==> src/pkg/osc_cfg_pkg.sv <==
// Constants shared by the oscillator divider and frequency register bank
`default_nettype none

package osc_cfg_pkg;

  // ----------------------------------------------------------------
  // Serial slave identity and register map
  // ----------------------------------------------------------------
  localparam logic [6:0] SLAVE_ADDR = 7'h55; // Arbitrary value, set per part
  localparam logic [7:0] REG_DIVIDER_SELECT = 8'h07; // divider_select
  localparam logic [7:0] REG_DIVIDER_LOW_AND_FREQ_WORD_TOP = 8'h08;
  localparam logic [7:0] REG_FREQ_WORD_BYTE3 = 8'h09;
  localparam logic [7:0] REG_FREQ_WORD_BYTE2 = 8'h0a;
  localparam logic [7:0] REG_FREQ_WORD_BYTE1 = 8'h0b;
  localparam logic [7:0] REG_FREQ_WORD_BYTE0 = 8'h0c;
  localparam logic [7:0] REG_ALT_DIVIDER_SELECT = 8'h0d;
  localparam int NUM_REGS = 7; // Registers held by the bank
  localparam int IDX_W = 3; // Width of a storage index

  // ----------------------------------------------------------------
  // Values after reset, one per stored byte
  // ----------------------------------------------------------------
  localparam logic [7:0] RST_DIVIDER_SELECT = 8'h00;
  localparam logic [7:0] RST_DIVIDER_LOW_AND_FREQ_WORD_TOP = 8'h00;
  localparam logic [7:0] RST_FREQ_WORD_BYTE3 = 8'h00;
  localparam logic [7:0] RST_FREQ_WORD_BYTE2 = 8'h00;
  localparam logic [7:0] RST_FREQ_WORD_BYTE1 = 8'h00;
  localparam logic [7:0] RST_FREQ_WORD_BYTE0 = 8'h00;
  localparam logic [7:0] RST_ALT_DIVIDER_SELECT = 8'h00;
  localparam logic [7:0] RST_READ_DATA = 8'h00;

  // ----------------------------------------------------------------
  // Field positions
  // ----------------------------------------------------------------
  localparam int HS_SEL_MSB = 7; // high_speed_divider_sel in bits 7:5
  localparam int HS_SEL_LSB = 5;
  localparam int OUT_SEL_HI_MSB = 4; // Upper output_divider_sel bits in 4:0
  localparam int OUT_SEL_LO_MSB = 7; // Lower output_divider_sel bits in 7:6
  localparam int OUT_SEL_LO_LSB = 6;
  localparam int FREQ_TOP_MSB = 5; // Word bits 37:32 in bits 5:0
  localparam int FREQ_W = 38; // osc_freq_control_word width
  localparam int FREQ_FRAC_BITS = 28; // Word scaled down by 2**28
  localparam int FREQ_INT_W = FREQ_W - FREQ_FRAC_BITS;

  // ----------------------------------------------------------------
  // Serial slave states
  // ----------------------------------------------------------------
  typedef enum logic [2:0] {
    S_IDLE = 3'b000, // Waiting for a start condition
    S_DEV = 3'b001, // Receiving slave address and direction
    S_REG = 3'b010, // Receiving register number
    S_WDATA = 3'b011, // Receiving write data
    S_RDATA = 3'b100, // Sending read data
    S_ACK = 3'b101, // Driving acknowledge low
    S_MACK = 3'b110 // Sampling master acknowledge
  } slave_state_t;

endpackage : osc_cfg_pkg

`default_nettype wire

==> src/core/osc_divider_freq_config_regs.sv <==
// Divider and frequency register bank behind a two-wire serial slave
//
// Function
// RL1 - Decode high speed select to divide 4..11
// RL2 - Output select holds divide ratio minus one
// RL3 - Odd output ratios above one round up
// RL4 - Output select split: reg7 4:0, reg8 7:6
// RL5 - 38-bit word from reg8 5:0 through reg12
// RL6 - Register 13 holds alternate divider selects
// RL7 - Frequency word scaled down by two^28
// RL8 - Master freezes, then unfreezes within 10 ms; the bank has no freeze bit, so each written byte takes effect at once
// RL9 - All bits byte readable and writable serially
// RL10 - Output equals oscillator over both ratios
`default_nettype none

module osc_divider_freq_config_regs
  import osc_cfg_pkg::*;
(
  // Clock and reset
  input wire logic i_core_clk,
  input wire logic i_srst,
  // Serial bus pins, open drain data
  input wire logic i_scl,
  input wire logic i_sda,
  output logic o_sda_out,
  output logic o_sda_oe,
  // Primary settings
  output logic [3:0] o_hs_ratio,
  output logic o_hs_sel_unused,
  output logic [7:0] o_out_div_ratio,
  output logic [10:0] o_total_div_ratio,
  output logic [FREQ_W-1:0] o_osc_freq_control_word,
  output logic [FREQ_INT_W-1:0] o_osc_freq_int,
  // Alternate settings
  output logic [3:0] o_alt_hs_ratio,
  output logic o_alt_hs_sel_unused,
  output logic [4:0] o_alt_output_divider_sel_hi
);

  // ----------------------------------------------------------------
  // Helper functions
  // ----------------------------------------------------------------
  // Divide ratio for a high speed select code, zero for unused codes
  function automatic logic [3:0] hs_ratio(input logic [2:0] sel);
    logic [3:0] r;
    r = 4'h0;
    case (sel)
      3'b000: r = 4'h4; // RL1
      3'b001: r = 4'h5;
      3'b010: r = 4'h6;
      3'b011: r = 4'h7;
      3'b101: r = 4'h9;
      3'b111: r = 4'hb;
      default: r = 4'h0; // Codes 100 and 110 must not be programmed
    endcase
    return r;
  endfunction : hs_ratio

  // True when the register number falls inside the bank
  function automatic logic in_map(input logic [7:0] num);
    return (num >= REG_DIVIDER_SELECT) && (num <= REG_ALT_DIVIDER_SELECT);
  endfunction : in_map

  // Storage index of a register number
  function automatic logic [IDX_W-1:0] to_idx(input logic [7:0] num);
    logic [7:0] d;
    d = num - REG_DIVIDER_SELECT;
    return d[IDX_W-1:0];
  endfunction : to_idx

  // ----------------------------------------------------------------
  // Pin synchronisers and edge detection
  // ----------------------------------------------------------------
  logic scl_s1_q, scl_s2_q, scl_prev_q; // Clock pin stages
  logic sda_s1_q, sda_s2_q, sda_prev_q; // Data pin stages

  // Two flip-flops per pin, then a history stage for edges
  always_ff @(posedge i_core_clk) begin
    if (i_srst) begin
      {scl_s1_q, scl_s2_q, scl_prev_q} <= 3'b111;
      {sda_s1_q, sda_s2_q, sda_prev_q} <= 3'b111;
    end else begin
      {scl_s1_q, scl_s2_q, scl_prev_q} <= {i_scl, scl_s1_q, scl_s2_q};
      {sda_s1_q, sda_s2_q, sda_prev_q} <= {i_sda, sda_s1_q, sda_s2_q};
    end
  end

  wire logic scl_rise = scl_s2_q && !scl_prev_q; // Data sampling edge
  wire logic scl_fall = !scl_s2_q && scl_prev_q; // Data change edge
  wire logic start_cond = scl_s2_q && scl_prev_q && !sda_s2_q && sda_prev_q;
  wire logic stop_cond = scl_s2_q && scl_prev_q && sda_s2_q && !sda_prev_q;

  // ----------------------------------------------------------------
  // Serial slave state
  // ----------------------------------------------------------------
  slave_state_t state_q, state_d; // Current and next state
  slave_state_t after_ack_q, after_ack_d; // State entered after acknowledge
  logic [7:0] shift_q, shift_d; // Received byte
  logic [2:0] cnt_q, cnt_d; // Bit counter inside a byte
  logic got_q, got_d; // Eight bits seen, waiting for falling edge
  logic [7:0] ptr_q, ptr_d; // Register number pointer
  logic oe_q, oe_d; // Pulls data low while set
  logic we_d; // One-cycle storage write
  logic [7:0] rd_byte; // Byte addressed by the pointer

  wire logic rx_state = (state_q == S_DEV) || (state_q == S_REG) || (state_q == S_WDATA);
  wire logic addr_match = (shift_q[7:1] == SLAVE_ADDR);
  wire logic ptr_mapped = in_map(ptr_q);
  wire logic [IDX_W-1:0] ptr_idx = to_idx(ptr_q);
  wire logic [2:0] tx_bit = ~cnt_q; // Most significant bit first

  // Next state of the byte protocol, single-byte and sequential access
  always_comb begin
    state_d = state_q;
    after_ack_d = after_ack_q;
    shift_d = shift_q;
    cnt_d = cnt_q;
    got_d = got_q;
    ptr_d = ptr_q;
    oe_d = oe_q;
    we_d = 1'b0;
    if (start_cond) begin
      // Start or repeated start restarts addressing
      state_d = S_DEV;
      cnt_d = 3'd0;
      got_d = 1'b0;
      oe_d = 1'b0;
    end else if (stop_cond) begin
      // Stop releases the bus
      state_d = S_IDLE;
      oe_d = 1'b0;
    end else if (scl_rise) begin
      if (rx_state) begin
        // Shift in one bit
        shift_d = {shift_q[6:0], sda_s2_q};
        cnt_d = cnt_q + 3'd1;
        got_d = (cnt_q == 3'd7);
      end else if (state_q == S_RDATA) begin
        // Count a bit taken by the master
        cnt_d = cnt_q + 3'd1;
        got_d = (cnt_q == 3'd7);
      end else if (state_q == S_MACK) begin
        // Low means the master wants another byte
        got_d = !sda_s2_q;
      end
    end else if (scl_fall) begin
      case (state_q)
        S_DEV: begin
          if (got_q) begin
            got_d = 1'b0;
            if (addr_match) begin
              state_d = S_ACK;
              oe_d = 1'b1;
              after_ack_d = shift_q[0] ? S_RDATA : S_REG;
            end else begin
              state_d = S_IDLE; // Another slave is addressed
            end
          end
        end
        S_REG: begin
          if (got_q) begin
            got_d = 1'b0;
            ptr_d = shift_q; // RL9
            state_d = S_ACK;
            oe_d = 1'b1;
            after_ack_d = S_WDATA;
          end
        end
        S_WDATA: begin
          if (got_q) begin
            got_d = 1'b0;
            we_d = ptr_mapped; // RL9
            ptr_d = ptr_q + 8'h01;
            state_d = S_ACK;
            oe_d = 1'b1;
            after_ack_d = S_WDATA;
          end
        end
        S_ACK: begin
          // Release acknowledge, or drive the first read bit
          state_d = after_ack_q;
          cnt_d = 3'd0;
          got_d = 1'b0;
          oe_d = (after_ack_q == S_RDATA) ? !rd_byte[7] : 1'b0;
        end
        S_RDATA: begin
          if (got_q) begin
            got_d = 1'b0;
            oe_d = 1'b0; // Master drives its acknowledge
            ptr_d = ptr_q + 8'h01;
            state_d = S_MACK;
          end else begin
            oe_d = !rd_byte[tx_bit]; // RL9
          end
        end
        S_MACK: begin
          // Continue with the next byte or wait for stop
          cnt_d = 3'd0;
          if (got_q) begin
            state_d = S_RDATA;
            oe_d = !rd_byte[7];
          end else begin
            state_d = S_IDLE;
          end
          got_d = 1'b0;
        end
        default: state_d = S_IDLE;
      endcase
    end
  end

  // Protocol registers
  always_ff @(posedge i_core_clk) begin
    if (i_srst) begin
      state_q <= S_IDLE;
      after_ack_q <= S_IDLE;
      shift_q <= 8'h00;
      cnt_q <= 3'd0;
      got_q <= 1'b0;
      ptr_q <= 8'h00;
      oe_q <= 1'b0;
    end else begin
      state_q <= state_d;
      after_ack_q <= after_ack_d;
      shift_q <= shift_d;
      cnt_q <= cnt_d;
      got_q <= got_d;
      ptr_q <= ptr_d;
      oe_q <= oe_d;
    end
  end

  // ----------------------------------------------------------------
  // Register storage
  // ----------------------------------------------------------------
  logic [8*NUM_REGS-1:0] bytes; // All stored bytes
  logic [7:0] store_rdata; // Registered storage read

  osc_reg_store u_store (
    .i_core_clk(i_core_clk),
    .i_srst(i_srst),
    .i_we(we_d),
    .i_waddr(ptr_idx),
    .i_wdata(shift_q),
    .i_raddr(ptr_idx),
    .o_rdata(store_rdata),
    .o_bytes(bytes)
  );

  // Unmapped registers read as zero
  assign rd_byte = ptr_mapped ? store_rdata : RST_READ_DATA;

  // ----------------------------------------------------------------
  // Field decode
  // ----------------------------------------------------------------
  wire logic [7:0] r_div = bytes[8*0 +: 8]; // divider_select
  wire logic [7:0] r_top = bytes[8*1 +: 8]; // divider_low_and_freq_word_top
  wire logic [7:0] r_alt = bytes[8*6 +: 8]; // alt_divider_select

  wire logic [2:0] high_speed_divider_sel = r_div[HS_SEL_MSB:HS_SEL_LSB];
  wire logic [6:0] output_divider_sel = {r_div[OUT_SEL_HI_MSB:0], r_top[OUT_SEL_LO_MSB:OUT_SEL_LO_LSB]}; // RL4
  wire logic [FREQ_W-1:0] osc_freq_control_word = {r_top[FREQ_TOP_MSB:0], bytes[8*2 +: 8], bytes[8*3 +: 8],
    bytes[8*4 +: 8], bytes[8*5 +: 8]}; // RL5
  wire logic [2:0] alt_high_speed_divider_sel = r_alt[HS_SEL_MSB:HS_SEL_LSB]; // RL6
  wire logic [4:0] alt_output_divider_sel_hi = r_alt[OUT_SEL_HI_MSB:0]; // RL6

  wire logic [3:0] hs_ratio_w = hs_ratio(high_speed_divider_sel); // RL1
  wire logic [3:0] alt_hs_ratio_w = hs_ratio(alt_high_speed_divider_sel); // RL6
  // Ratio is select plus one; an even nonzero select gives an odd ratio, bumped up
  wire logic sel_odd_ratio = (output_divider_sel != 7'h00) && !output_divider_sel[0];
  wire logic [7:0] out_ratio_w = {1'b0, output_divider_sel} + (sel_odd_ratio ? 8'h02 : 8'h01); // RL2 RL3
  // Both factors widened first so the product keeps all 11 bits
  wire logic [10:0] total_w = 11'(hs_ratio_w) * 11'(out_ratio_w); // RL10

  // Decoded outputs, all from flip-flops
  always_ff @(posedge i_core_clk) begin
    if (i_srst) begin
      o_sda_out <= 1'b0;
      o_sda_oe <= 1'b0;
      o_hs_ratio <= 4'h0;
      o_hs_sel_unused <= 1'b0;
      o_out_div_ratio <= 8'h00;
      o_total_div_ratio <= 11'h000;
      o_osc_freq_control_word <= '0;
      o_osc_freq_int <= '0;
      o_alt_hs_ratio <= 4'h0;
      o_alt_hs_sel_unused <= 1'b0;
      o_alt_output_divider_sel_hi <= 5'h00;
    end else begin
      o_sda_out <= 1'b0; // Open drain only ever pulls low
      o_sda_oe <= oe_q;
      o_hs_ratio <= hs_ratio_w; // RL1
      o_hs_sel_unused <= (hs_ratio_w == 4'h0);
      o_out_div_ratio <= out_ratio_w; // RL3
      o_total_div_ratio <= total_w; // RL10
      o_osc_freq_control_word <= osc_freq_control_word; // RL5
      o_osc_freq_int <= osc_freq_control_word[FREQ_W-1:FREQ_FRAC_BITS]; // RL7
      o_alt_hs_ratio <= alt_hs_ratio_w; // RL6
      o_alt_hs_sel_unused <= (alt_hs_ratio_w == 4'h0);
      o_alt_output_divider_sel_hi <= alt_output_divider_sel_hi;
    end
  end

endmodule : osc_divider_freq_config_regs

`default_nettype wire

==> src/core/osc_reg_store.sv <==
// Byte storage for the divider and frequency registers with registered read
`default_nettype none

module osc_reg_store
  import osc_cfg_pkg::*;
(
  // Clock and reset
  input wire logic i_core_clk,
  input wire logic i_srst,
  // Write port
  input wire logic i_we,
  input wire logic [IDX_W-1:0] i_waddr,
  input wire logic [7:0] i_wdata,
  // Read port
  input wire logic [IDX_W-1:0] i_raddr,
  output logic [7:0] o_rdata,
  // All bytes for the decoders
  output logic [8*NUM_REGS-1:0] o_bytes
);

  // Reset image, lowest register number in the low byte
  localparam logic [8*NUM_REGS-1:0] RST_IMAGE = {
    RST_ALT_DIVIDER_SELECT, RST_FREQ_WORD_BYTE0, RST_FREQ_WORD_BYTE1,
    RST_FREQ_WORD_BYTE2, RST_FREQ_WORD_BYTE3,
    RST_DIVIDER_LOW_AND_FREQ_WORD_TOP, RST_DIVIDER_SELECT};

  // ----------------------------------------------------------------
  // Storage bytes
  // ----------------------------------------------------------------
  genvar g;
  generate
    for (g = 0; g < NUM_REGS; g++) begin : g_byte
      // One byte, written when its index is addressed
      always_ff @(posedge i_core_clk) begin
        if (i_srst) begin
          o_bytes[8*g +: 8] <= RST_IMAGE[8*g +: 8];
        end else if (i_we && (i_waddr == IDX_W'(g))) begin
          o_bytes[8*g +: 8] <= i_wdata; // RL9
        end
      end
    end
  endgenerate

  // ----------------------------------------------------------------
  // Registered read
  // ----------------------------------------------------------------
  wire logic [7:0] rd_sel = (int'(i_raddr) < NUM_REGS) ? o_bytes[8*i_raddr +: 8] : RST_READ_DATA;

  // Read data leave through a flip-flop
  always_ff @(posedge i_core_clk) begin
    if (i_srst) begin
      o_rdata <= RST_READ_DATA;
    end else begin
      o_rdata <= rd_sel; // RL9
    end
  end

endmodule : osc_reg_store

`default_nettype wire

==> config.mk <==
export PLATFORM = sky130hd
export DESIGN_NAME = osc_divider_freq_config_regs
export DESIGN_NICKNAME = d
export VERILOG_FILES = /design/src/pkg/osc_cfg_pkg.sv /design/src/core/osc_divider_freq_config_regs.sv /design/src/core/osc_reg_store.sv
export SDC_FILE = /design/constraint.sdc
export NUM_CORES = 1
export LEC_CHECK = 0
export ABC_AREA = 1
export BUFFER_PORTS_ARGS = -buffer_cell sky130_fd_sc_hd__buf_2
export CORE_UTILIZATION = 59
export CTS_BUF_LIST = sky130_fd_sc_hd__clkbuf_8 sky130_fd_sc_hd__clkbuf_16
export DETAILED_ROUTE_END_ITERATION = 8
export PLACE_DENSITY = 0.8
export SLEW_MARGIN = 10
export SYNTH_ARGS = -nofsm -noshare
export SYNTH_HDL_FRONTEND = slang
export SYNTH_SLANG_ARGS = --single-unit
==> constraint.sdc <==
create_clock -name i_core_clk -period 4.8 [get_ports i_core_clk]
set_input_delay 0.48 -clock i_core_clk [delete_from_list [all_inputs] [get_ports i_core_clk]]
set_output_delay 0.48 -clock i_core_clk [all_outputs]
set_load 0.03 [all_outputs]
# Word-level counts from Yosys, hierarchy flattened
# Index checks and enable logic that the tools add are counted.
# word_totals
reg_bits,180
in_bits,4
out_inout_bits,84
wordCells,186
# op_classes
addsub,4
mul,1
order_cmp,4
n_eq_ne,38
shift,1
muxes,48
n_bitwise,5
n_reduce_logical,53
# op_table
operator,count
$shiftx A56 B7 Y8,1
$pmux W4 S6,2
$mux W3,14
$eq A3 B3 Y1 const B,12
$eq A3 B2 Y1 const B,8
$mux W8,3
$mux W1,23
$logic_and A1 B1 Y1,16
$pmux W8 S2,1
$pmux W3 S5,1
$reduce_and A7 Y1,2
$eq A3 B1 Y1 const B,4
$reduce_and A4 Y1,3
$mul A4 B8 Y11,1
$ne A2 B2 Y1 const B,5
$reduce_and A5 Y1,2
$reduce_bool A2 Y1,5
$reduce_or A2 Y1,5
$logic_not A3 Y1,3
$add A7 B2 Y8,1
$add A8 B1 Y8 const B,1
$ge A8 B3 Y1 const B,1
$le A8 B4 Y1 const B,1
$logic_not A4 Y1,2
other kinds (23),37

# Logic depth before layout (Yosys ltp)
# Gate-level depths: netlist of run 1.
# logic_depth
word_depth,9
ltp_mapped,26
mapped_depth_nobuf,26

# Modules after synthesis
# Synthesis of run 1 repeated with hierarchy kept, for this count alone.
# unflattened
cells_unflattened,1091
hier_area_um2,7796.2
# modules_own_cells
module,instances,cells_each,area_each_um2,seq_area_each_um2
osc_divider_freq_config_regs,1,664,4936.0,2122.0
osc_reg_store,1,427,2860.2,1281.2

# Worst setup path before layout of run 1
# OpenSTA, ideal clock, no wires.
# synth_path
path_kind,register to register
from,register u_store.o_bytes[15]
to,register o_total_div_ratio[10]
setup_ns,0.115
arrival_time_ns,3.736
t_required_ns,4.685
setup_slack_ns,0.949
path_stages_with_launch,25
path_buffers,0
period_less_slack_ns,3.851
path_cell_list,dfxtp_1 -> inv_1 -> nand4_1 -> inv_1 -> nand4_1 -> inv_1 -> nor2_1 -> ha_1 -> nand3_1 -> nand2_1 -> xor2_1 -> nor2_1 -> fa_1 -> inv_1 -> fa_1 -> inv_1 -> ha_1 -> nand2_1 -> inv_1 -> nor2_1 -> nand2_1 -> nand3_1 -> nand3_1 -> a21oi_1 -> nor2_1
# synth_via
elab_chain_cells,5
# synth_rtl
element,line,rtl
start: declaration,osc_reg_store.sv:18,output logic [8*NUM_REGS-1:0] o_bytes
start signal: indexed assignment,osc_reg_store.sv:36,o_bytes[8*g +: 8] <= RST_IMAGE[8*g +: 8];
start signal: indexed assignment,osc_reg_store.sv:38,o_bytes[8*g +: 8] <= i_wdata;
$reduce_bool A7 Y1,osc_divider_freq_config_regs.sv:270,wire logic sel_odd_ratio = (output_divider_sel != 7'h00) && !output_divider_sel[0];
$logic_and A1 B1 Y1,osc_divider_freq_config_regs.sv:270,
$mux W2,osc_divider_freq_config_regs.sv:271,"wire logic [7:0] out_ratio_w = {1'b0, output_divider_sel} + (sel_odd_ratio ? 8'h02 : 8'h01);"
$add A7 B2 Y8 *,osc_divider_freq_config_regs.sv:271,
$mul A4 B8 Y11 *,osc_divider_freq_config_regs.sv:273,wire logic [10:0] total_w = 11'(hs_ratio_w) * 11'(out_ratio_w);
end signal: assignment,osc_divider_freq_config_regs.sv:295,o_total_div_ratio <= total_w;
end: declaration,osc_divider_freq_config_regs.sv:31,"output logic [10:0] o_total_div_ratio,"
# Mark *: on every way between the ends. The rest lies on a longest branch, timed or not.
# A chain may end at the register's enable or synchronous reset.

# Final worst setup path of run 1
# layout_path
from,register u_store.o_bytes[3]
to,register o_total_div_ratio[10]
# Same word-level chain as after synthesis.

==> summary.txt, run 1 <==
Status
  – Status: finished, final reports clean

STA
  – Fin crit share: 0.902
  – Max_slew headroom: 0.295
  – RSZ-0062 raised after global routing: no
  – Endpoints failing setup: 0
  – Worst Tran Pin Value: 1.06 ns
  – Fin. max-slew vios: 0
  – Final TNS setup: 0 ns
  – Fin. Hold Viols: 0
  – WHS: 0.234 ns
  – Clock Skew: 0.00856 ns
  – Fin crit period: 4.33 ns
  – Max frequency: 231 MHz

Power and ir drop
  – P_leak: 4.75 nW
  – Worst vdd ir: 0.000255 V
  – Cell Pwr Density: 320 nW/µm²
  – Power Total: 2.82 mW

Yosys
  – Simple-gate share of the synthesized area: 0.277
  – Area contributors post-synth: dfxtp_1 (43%), nor2_1 (11%), nand2_1 (11%)
  – Syn_area_per_cell: 7.19 µm²
  – Post-synth top area share: 0.429
  – Adder-Cell Fraction of Synth Area: 0.0738
  – Yosys reg bits: 170
  – Netlist Area Pre-Place: 7940 µm²
  – Synth warn: 0
  – Post-synth top cells: nor2_1 (243), nand2_1 (223), dfxtp_1 (170)
  – Synth cell types: 38
  – Most frequent cell after synthesis: nor2_1
  – Mux cell area share after synthesis: 0
  – Ys flop type: dfxtp_1
  – Post-synthesis sequential area ratio: 0.429
  – Largest family of logic cells by synthesized area: simple AND/OR/NAND/NOR gates
  – Syn_nets: 1147
  – Area share of xor/xnor cells in the synthesized design: 0.00441
  – Ys async rst share: 0
  – Dominant cell type by area after synthesis: dfxtp_1
  – Synth Area in Compound Gates: 0.0996
  – Cell count after synthesis: 1104
  – Number of synthesized flops with an enable pin: 0

Floorplanning
  – Die Width: 118 µm
  – Row cnt: 42
  – Die area: 13900 µm²
  – # IOs: 88
  – Die H: 118 µm
  – Initial Util: 0.602
  – CORE AREA: 13200 µm²

Clocking
  – Reg clk slew, reported paths: 0.07 ns
  – Clk sinks: 170
  – Clk buf depth: 2
  – Hold_buf cts: 0
  – Num CTS Buffers: 17
  – Clock root buffer: clkbuf_16
  – H-Tree Depth: 4
  – Clk_lat worst skew: 0.43 ns
  – CTS tree: done

Setup path
  – Worst reg-to-reg setup slack: 0.47 ns
  – Worst setup SP type: flop
  – Critical path peak fanout: 6
  – Launch point of the worst reg-to-reg path: u_store.o_bytes[3]
  – Crit path arrival time: 4.65 ns
  – Req. time, crit path: 5.12 ns
  – CP endpoint kind: flop
  – Critical path startpoint: u_store.o_bytes[3]
  – Setup CP Type: reg -> reg

Run
  – MaxCap Viol Count: 0

Global route
  – Total GRT Usage: 0.268
  – First-pass GRT wire length: 30000 µm
  – Largest net degree at the start of global routing: 78
  – Antenna violations before repair: 0
  – Vias in the first global route: 6328
  – Congestion Overflow GR: 0

Detailed routing
  – Initial DRT Pass Iterations: 5
  – DRT iter0 DRCs: 643
  – Vias/cell: 5.20
  – Vias: 6958
  – Number of nets with antenna violations after routing: 0
  – Drt wl/cell: 13.4 µm
  – DRC violations left: 0
  – Post-Route WL: 18000 µm

Finish
  – Post-Layout Cell Count: 1337
  – Fillers: 1117
  – Area growth from synthesis to layout: 11.0%
  – Final Util: 0.668
  – Fraction of layout cells with a size suffix above 1: 0.119
  – # diodes: 0
  – Nets: 1191

Hold path
  – Worst hold-check path type: in -> reg
  – Worst Min Path Start: i_sda

Placed design
  – DP HPWL: 12200 µm
  – Cells after DPL: 1305
  – IO buf count: 86
  – RePlAce Congestion: 0.853
[power breakdown]
| part | internal, mW | total [mW] | switching, mW |
|---|---|---|---|
| combinational | 0.0149 | 0.0627 | 0.0478 |
| sequential | 1.42 | 1.42 | 0.00700 |
| clock | 0.741 | 1.34 | 0.596 |
| total | 2.17 | 2.82 | 0.651 |
[routing by layer]
layer | share of wire | global-route usage | routed length, µm
met1 | 0.46 | 0.358 | 8200
met2 | 0.46 | 0.422 | 8200
met3 | 0.061 | 0.0494 | 1090
met4 | 0.027 | 0.122 | 483
met5 | 0 | 0 | 0
[what timing repair did]
action,in CTS,in global routing
buffers inserted,0,0
endpoints found under the setup margin,0,1
resized for setup,0,1
[area by class of cell]
class	count	area, µm²	area share
multi-input cells	726	3620	0.411
flip-flops and latches	170	3400	0.386
repair buffers	89	453	0.0514
clock inverters	14	135	0.0153
clock buffers	18	439	0.0498
inverters	144	541	0.0613
well taps	176	220	0.0250
[critical path: stages, from the launching register on]
cell and delay, ns:
dfxtp_1 0.33, inv_1 0.13, nand4_1 0.11, inv_1 0.06
nand4_1 0.18, inv_1 0.14, nor2_1 0.08, fa_1 0.42
nand2_1 0.12, o21ai_0 0.10, o21a_1 0.14, inv_1 0.11
nor2_1 0.07, fa_1 0.48, inv_1 0.06, fa_1 0.53
inv_1 0.04, ha_1 0.36, nand2_1 0.10, inv_1 0.04
nor2_1 0.12, nand2_1 0.11, nand3_1 0.09, nand3_1 0.09
a21oi_1 0.15, nor2_1 0.06
[path summary, 6_finish.rpt]
| path | endpoint | cells past startpoint |
|---|---|---|
| worst max-delay path | o_total_div_ratio[10] | 25 |
| worst min-delay path | sda_s1_q | 2 |
| worst min register to register | sda_s2_q | 1 |
| worst max register to register | o_total_div_ratio[10] | 25 |
[through the flow]
stage                     area [µm²]  setup WS (ns)
final                           8820          0.471
after global routing            8820         0.0653
after CTS                       8810          0.388
after detailed placement        8230          0.439
after global placement          8230          0.698
after floorplan                 7940          0.949
[sequential cells by signal, summed over array words and instances (netlist names), 3 cells and up]
register / flops
u_store.o_bytes: 56
o_hs_ratio: 4
cnt_q: 3
after_ack_q: 3
shift_q: 8
o_alt_hs_ratio: 4
o_alt_output_divider_sel_hi: 5
o_osc_freq_control_word: 38
ptr_q: 8
u_store.o_rdata: 8
o_total_div_ratio: 11
o_out_div_ratio: 8
state_q: 3
[layout by cell type (no fill, tap or decap), types with 9 or more instances in the layout]
master     instances
o21ai_0           67
buf_2             86
nor3_1             9
inv_1            143
nand4_1            9
nand3_1           35
nand2_1          223
a21oi_1           59
dfxtp_1          170
nor2_1           243
ha_1              26
fa_1              13
clkbuf_16         17
[logic make-up (layout without fill, tap and decap cells)]
logic type | Yosys count | in the layout
other | 1 | 1
AOI/OAI and AO/OA | 147 | 147
DFF | 170 | 170
buffers and inverters | 208 | 265
adders and majority gates | 39 | 39
xor gates and xnor gates | 4 | 4
and+or+nand+nor | 535 | 535
No activity file was read; power rests on OpenSTA's default activity.
==> run 2, diff against run 1 <==
--- a/config.mk
+++ b/config.mk
@@ -7,10 +7,10 @@
 export LEC_CHECK = 0
 export ABC_AREA = 1
 export BUFFER_PORTS_ARGS = -buffer_cell sky130_fd_sc_hd__buf_2
-export CORE_UTILIZATION = 59
+export CORE_UTILIZATION = 53
 export CTS_BUF_LIST = sky130_fd_sc_hd__clkbuf_8 sky130_fd_sc_hd__clkbuf_16
 export DETAILED_ROUTE_END_ITERATION = 8
-export PLACE_DENSITY = 0.8
+export PLACE_DENSITY = 0.73
 export SLEW_MARGIN = 10
 export SYNTH_ARGS = -nofsm -noshare
 export SYNTH_HDL_FRONTEND = slang
==> constraint.sdc (replaced) <==
create_clock -name i_core_clk -period 3.6 [get_ports i_core_clk]
set_input_delay 0.36 -clock i_core_clk [delete_from_list [all_inputs] [get_ports i_core_clk]]
set_output_delay 0.36 -clock i_core_clk [all_outputs]
set_load 0.03 [all_outputs]
==> run 2 against run 1 <==
  * The run now ends with setup timing left
  * Worst hold slack worse by 0.13 ns
  * Clock skew is 0.0048 ns higher
  * Power up 37%
  * Register-to-register slack worse by 0.67 ns
  * Final area grew 6.9%
  * Largest power group unchanged
  * Routed wire length grew 7.4%
  * Cell count up 4.4%
==> summary.txt, run 2 (same netlist as run 1, synthesis figures left out) <==
Status
  – Status: finished, violations left (was finished, final reports clean)
  – Violated checks: setup timing

STA
  – Max_slew headroom: 0.465 (was 0.295)
  – Worst Tran Pin Value: 0.803 ns (was 1.06 ns)
  – Fin. max-slew vios: 0 (unchanged)
  – Clock Skew: 0.0134 ns (was 0.00856 ns)
  – Fin. Hold Viols: 0 (unchanged)
  – PnR worst setup slack: -0.203 ns (was 0.471 ns)
  – Fin crit period: 3.80 ns (was 4.33 ns)
  – Endpoints failing setup: 6 (was 0)
  – Max frequency: 263 MHz (was 231 MHz)
  – RSZ-0062 raised after global routing: yes (was no)
  – Fin crit share: 1.06 (was 0.902)

Power and ir drop
  – Cell Pwr Density: 410 nW/µm² (was 320 nW/µm²)
  – P_leak: 5.01 nW (was 4.75 nW)
  – Worst vdd ir: 0.000344 V (was 0.000255 V)
  – Power Total: 3.87 mW (was 2.82 mW)

Floorplanning
  – CORE AREA: 14600 µm² (was 13200 µm²)
  – Die Width: 124 µm (was 118 µm)
  – Die area: 15500 µm² (was 13900 µm²)
  – Initial Util: 0.544 (was 0.602)
  – # IOs: 88 (unchanged)
  – Row cnt: 44 (was 42)
  – Die H: 124 µm (was 118 µm)

Placed design
  – DP HPWL: 12500 µm (was 12200 µm)
  – Cells after DPL: 1343 (was 1305)
  – IO buf count: 86 (unchanged)
  – RePlAce Congestion: 0.900 (was 0.853)

Hold path
  – Hold EP: sda_s1_q (unchanged)
  – Worst Min Path Start: i_sda (unchanged)
  – Worst hold-check path type: in -> reg (unchanged)
  – Cell depth of the worst hold path: 2 (unchanged)

Finish
  – Most common library cell in the layout ignoring fill and taps: nor2_1 (unchanged)
  – Post-Layout Cell Count: 1396 (was 1337)
  – Area growth from synthesis to layout: 18.7% (was 11.0%)
  – Largest reg by FF count: u_store.o_bytes (unchanged)
  – Fraction of layout cells with a size suffix above 1: 0.192 (was 0.119)
  – # diodes: 0 (unchanged)
  – Commonest non-fill, non-tap cells in the layout: nor2_1 (238), nand2_1 (217), dfxtp_1 (166), inv_1 (133), buf_2 (86) (was nor2_1 (243), nand2_1 (223), dfxtp_1 (170), inv_1 (143), buf_2 (86))
  – Biggest registers after layout: u_store.o_bytes x56, o_osc_freq_control_word x38, o_total_div_ratio x11 (unchanged)
  – Nets: 1242 (was 1191)
  – Largest register FFs: 56 (unchanged)

Setup path
  – CP endpoint kind: flop (unchanged)
  – Launch point of the worst reg-to-reg path: u_store.o_bytes[4] (was u_store.o_bytes[3])
  – R2R Path End: o_total_div_ratio[6] (was o_total_div_ratio[10])
  – Worst setup SP type: flop (unchanged)
  – Req. time, crit path: 3.92 ns (was 5.12 ns)
  – Crit path arrival time: 4.12 ns (was 4.65 ns)
  – Worst R2R Path Depth: 24 (was 25)
  – Setup CP Type: reg -> reg (unchanged)
  – Worst reg-to-reg setup slack: -0.20 ns (was 0.47 ns)
  – Critical path peak fanout: 4 (was 6)

Clocking
  – Clk_lat worst skew: 0.44 ns (was 0.43 ns)
  – CTS tree: done (unchanged)
  – Reg clk slew, reported paths: 0.07 ns (about the same)
  – Clk buf depth: 2 (unchanged)
  – H-Tree Depth: 4 (unchanged)
  – Clk sinks: 170 (unchanged)
  – Num CTS Buffers: 17 (unchanged)
  – Clock root buffer: clkbuf_16 (unchanged)

Detailed routing
  – Initial DRT Pass Iterations: 7 (was 5)
  – DRT iter0 DRCs: 586 (was 643)
  – Vias/cell: 5.10 (was 5.20)
  – Vias: 7118 (was 6958)
  – Post-Route WL: 19300 µm (was 18000 µm)
  – Number of nets with antenna violations after routing: 0 (unchanged)
  – Drt wl/cell: 13.8 µm (was 13.4 µm)
  – DRC violations left: 0 (unchanged)

Run
  – MaxCap Viol Count: 0 (unchanged)

Global route
  – Congestion Overflow GR: 0 (unchanged)
  – First-pass GRT wire length: 31000 µm (was 30000 µm)
  – Antenna violations before repair: 0 (unchanged)
  – Largest net degree at the start of global routing: 78 (unchanged)
  – Total GRT Usage: 0.248 (was 0.268)
  – Vias in the first global route: 6236 (was 6328)
-- run 2: worst max-delay path, cell delays in order, from the launching register on --
cell     delay (ns)
dfxtp_2        0.32
inv_2          0.05
nand4_1        0.09
inv_1          0.06
nand4_1        0.11
inv_2          0.12
nor2_4         0.05
fa_2           0.39
nand2_2        0.09
o21ai_2        0.06
o21a_1         0.12
inv_2          0.10
nor2_4         0.05
fa_1           0.52
inv_2          0.04
fa_1           0.54
inv_2          0.05
ha_4           0.24
nand2_2        0.07
inv_2          0.04
nor2_4         0.11
nand2_2        0.07
buf_4          0.14
o21ai_0        0.18
a21oi_1        0.06
-- run 2: where the power goes --
group          internal (mW)  switching, mW  leakage (nW)  total, mW
combinational         0.0205         0.0638          3.34     0.0843
clock                   1.05          0.834         0.299       1.89
sequential              1.89        0.00944          1.37       1.90
total                   2.96          0.907          5.01       3.87
-- run 2: worst max path at each step --
stage / start / to / slack [ns] / depth (start not counted)
6_report: u_store.o_bytes[4] / o_total_div_ratio[6] / -0.20 / 24
5_1_grt: u_store.o_bytes[4] / o_total_div_ratio[6] / -0.37 / 24
4_1_cts: u_store.o_bytes[15] / o_total_div_ratio[8] / 0.003 / 22
3_5_place_dp: u_store.o_bytes[15] / o_total_div_ratio[10] / -0.10 / 25
3_3_place_gp: u_store.o_bytes[4] / o_total_div_ratio[10] / -0.03 / 25
2_1_floorplan: u_store.o_bytes[3] / o_total_div_ratio[10] / -0.01 / 25
-- run 2: metrics by stage --
step	util	setup WS (ns)	hold WS [ns]	TNS (ns)	cell area [µm²]
after floorplan	-	-0.0127	0.389	-0.0127	8030
after global placement	0.587	-0.0302	0.395	-0.0305	8560
after detailed placement	0.587	-0.104	0.393	-0.350	8560
after CTS	0.637	0.00282	0.0975	0	9300
after global routing	0.646	-0.367	0.0974	-1.93	9430
final	0.646	-0.203	0.106	-0.788	9430
-- run 2: final cells by class --
type | count | area (µm²)
Clock inverter | 15 | 183
Timing Repair Buffer | 140 | 836
Tap cell | 184 | 230
Sequential cell | 170 | 3410
Inverter | 144 | 541
Fill cell | 1221 | 5160
Multi-Input combinational cell | 726 | 3800
Clock buffer | 17 | 425
-- run 2: repair_timing --
| item | CTS | global route |
|---|---|---|
| setup endpoints to repair | 5 | 8 |
| pin swaps | 11 | 23 |
| hold buffers | 0 | 0 |
| gates cloned | 0 | 0 |
| buffers inserted | 12 | 9 |
| resized for setup | 10 | 23 |
-- run 2: routing by layer --
| metal | GRT usage | vias to the layer above | wire, µm |
|---|---|---|---|
| met5 | 0 | - | 0 |
| met4 | 0.0737 | 0 | 360 |
| met3 | 0.0447 | 29 | 1130 |
| met2 | 0.399 | 249 | 8950 |
| met1 | 0.337 | 3249 | 8850 |
| li1 | - | 3591 | - |
==> run 3, diff against run 2 <==
--- a/config.mk
+++ b/config.mk
@@ -7,6 +7,7 @@
 export LEC_CHECK = 0
 export ABC_AREA = 1
 export BUFFER_PORTS_ARGS = -buffer_cell sky130_fd_sc_hd__buf_2
+export CORE_MARGIN = 2
 export CORE_UTILIZATION = 53
 export CTS_BUF_LIST = sky130_fd_sc_hd__clkbuf_8 sky130_fd_sc_hd__clkbuf_16
 export DETAILED_ROUTE_END_ITERATION = 8
==> run 3 against run 2 <==
  * The run still ends with setup timing left
  * Sequential power about the same
  * Setup slack improved by 0.044 ns
  * First-iteration DRC count increased by 3.8%
  * Die area increased by 3.2%
  * Critical endpoint is now o_total_div_ratio[10]
  * Largest power group unchanged
==> summary.txt, run 3 (same netlist as run 1, synthesis figures left out) <==
Finish
  – # diodes: 0 (unchanged)
  – Commonest non-fill, non-tap cells in the layout: nor2_1 (234), nand2_1 (215), dfxtp_1 (166), inv_1 (132), buf_2 (86) (was nor2_1 (238), nand2_1 (217), dfxtp_1 (166), inv_1 (133), buf_2 (86))
  – Biggest registers after layout: u_store.o_bytes x56, o_osc_freq_control_word x38, o_total_div_ratio x11 (unchanged)
  – Area growth from synthesis to layout: 19.3% (was 18.7%)
  – Fraction of layout cells with a size suffix above 1: 0.199 (was 0.192)
  – Post-Layout Cell Count: 1393 (was 1396)
  – Nets: 1239 (was 1242)
  – Largest reg by FF count: u_store.o_bytes (unchanged)
  – Largest register FFs: 56 (unchanged)
  – Most common library cell in the layout ignoring fill and taps: nor2_1 (unchanged)

Setup path
  – Delay-heaviest family, CP: buffers and inverters (was adder cells)
  – Req. time, crit path: 3.93 ns (was 3.92 ns)
  – Setup CP Type: reg -> reg (unchanged)
  – Worst reg-to-reg setup slack: -0.16 ns (was -0.20 ns)
  – CP max stage delay: 0.39 ns (was 0.54 ns)
  – Critical path startpoint: u_store.o_bytes[15] (was u_store.o_bytes[4])
  – Critical path peak fanout: 4 (unchanged)
  – Worst path slowest cell: fa_2 (was fa_1)
  – Crit path arrival time: 4.09 ns (was 4.12 ns)
  – Launch point of the worst reg-to-reg path: u_store.o_bytes[15] (was u_store.o_bytes[4])
  – Most used cell, CP: buf_4 (was inv_2)
  – WP buf/inv: 12 (was 8)
  – CP endpoint kind: flop (unchanged)
  – Worst setup SP type: flop (unchanged)

Global route
  – Congestion Overflow GR: 0 (unchanged)
  – First-pass GRT wire length: 32100 µm (was 31000 µm)
  – Vias in the first global route: 6685 (was 6236)
  – Largest net degree at the start of global routing: 41 (was 78)
  – Antenna violations before repair: 0 (unchanged)
  – Total GRT Usage: 0.249 (was 0.248)

Floorplanning
  – Die Width: 126 µm (was 124 µm)
  – # IOs: 88 (unchanged)
  – Die H: 126 µm (was 124 µm)
  – CORE AREA: 14600 µm² (unchanged)
  – Die area: 16000 µm² (was 15500 µm²)
  – Initial Util: 0.544 (unchanged)
  – Row cnt: 44 (unchanged)

Detailed routing
  – Detail Route met3 WL: 1150 µm (was 1130 µm)
  – Top Metal Used: met4 (unchanged)
  – Number of nets with antenna violations after routing: 0 (unchanged)
  – Post-Route WL: 19700 µm (was 19300 µm)
  – DRT iter0 DRCs: 608 (was 586)
  – DR WL met2: 9270 µm (was 8950 µm)
  – Vias: 7135 (was 7118)
  – Vias/cell: 5.12 (was 5.10)
  – Drt wl/cell: 14.2 µm (was 13.8 µm)
  – DRC violations left: 0 (unchanged)
  – DRT met1 WL: 8830 µm (was 8850 µm)
  – Initial DRT Pass Iterations: 5 (was 7)

STA
  – Worst Tran Pin Value: 0.749 ns (was 0.803 ns)
  – Final TNS setup: -0.616 ns (was -0.788 ns)
  – WHS: 0.104 ns (was 0.106 ns)
  – Max_slew headroom: 0.501 (was 0.465)
  – Max frequency: 266 MHz (was 263 MHz)
  – Fin crit period: 3.76 ns (was 3.80 ns)
  – Fin. Hold Viols: 0 (unchanged)
  – Endpoints failing setup: 6 (unchanged)
  – Clock Skew: 0.00903 ns (was 0.0134 ns)
  – RSZ-0062 raised after global routing: yes (unchanged)
  – Fin. max-slew vios: 0 (unchanged)
  – Fin crit share: 1.04 (was 1.06)
  – PnR worst setup slack: -0.160 ns (was -0.203 ns)

Clocking
  – Clk sinks: 170 (unchanged)
  – Clock root buffer: clkbuf_16 (unchanged)
  – Num CTS Buffers: 17 (unchanged)
  – Clk_lat worst skew: 0.44 ns (about the same)
  – H-Tree Depth: 4 (unchanged)
  – CTS tree: done (unchanged)
  – Reg clk slew, reported paths: 0.07 ns (about the same)
  – Hold_buf cts: 0 (unchanged)
  – Clk buf depth: 2 (unchanged)

Placed design
  – Setup WS pre-CTS: -0.175 ns (was -0.104 ns)
  – DP HPWL: 12800 µm (was 12500 µm)
  – Cells after DPL: 1343 (unchanged)
  – IO buf count: 86 (unchanged)
  – RePlAce Congestion: 0.888 (was 0.900)

Run
  – MaxCap Viol Count: 0 (unchanged)

Status
  – Status: finished, violations left (unchanged)
  – Violated checks: setup timing (unchanged)

Hold path
  – Worst Min Path Start: i_sda (unchanged)
  – Worst hold-check path type: in -> reg (unchanged)

Power and ir drop
  – Worst vdd ir: 0.000349 V (was 0.000344 V)
  – P_leak: 5.01 nW (about the same)
  – Cell Pwr Density: 406 nW/µm² (was 410 nW/µm²)
  – Power Total: 3.85 mW (was 3.87 mW)
## run 3: metrics by stage
stage          utilization  area [µm²]
5_1_grt              0.649        9470
2_1_floorplan            -        8030
3_5_place_dp         0.587        8560
6_report             0.649        9470
4_1_cts              0.640        9340
3_3_place_gp         0.587        8560
## run 3: where the power goes
group | switching, mW | internal [mW] | leakage, nW | total (mW)
sequential | 0.00956 | 1.89 | 1.37 | 1.90
combinational | 0.0632 | 0.0205 | 3.34 | 0.0837
clock | 0.807 | 1.06 | 0.298 | 1.86
total | 0.880 | 2.97 | 5.01 | 3.85
## run 3: path summary, 6_finish.rpt
| check | end | cells after the start |
|---|---|---|
| worst max register to register | o_total_div_ratio[10] | 25 |
| worst min-delay path | sda_s1_q | 2 |
| worst max-delay path | o_total_div_ratio[10] | 25 |
| worst min register to register | scl_s2_q | 1 |
## run 3: what timing repair did
item | 4_1_cts | 5_1_grt
gates resized for setup | 19 | 29
setup endpoints to repair | 5 | 7
pin swaps | 14 | 21
setup buffers | 13 | 5
## run 3: metal layers
| metal | GRT usage | up-vias |
|---|---|---|
| met3 | 0.0540 | 48 |
| met2 | 0.399 | 246 |
| li1 | - | 3589 |
| met5 | 0 | - |
| met4 | 0.0950 | 0 |
| met1 | 0.330 | 3252 |
## run 3: cell type report
class,instances,area [µm²]
sequential,170,3410
tap,184,230
timing repair buffer,137,817
fill,1202,5110
inverter,144,541
clock buffer,18,439
multi-input combinational,726,3880
clock inverter,14,159
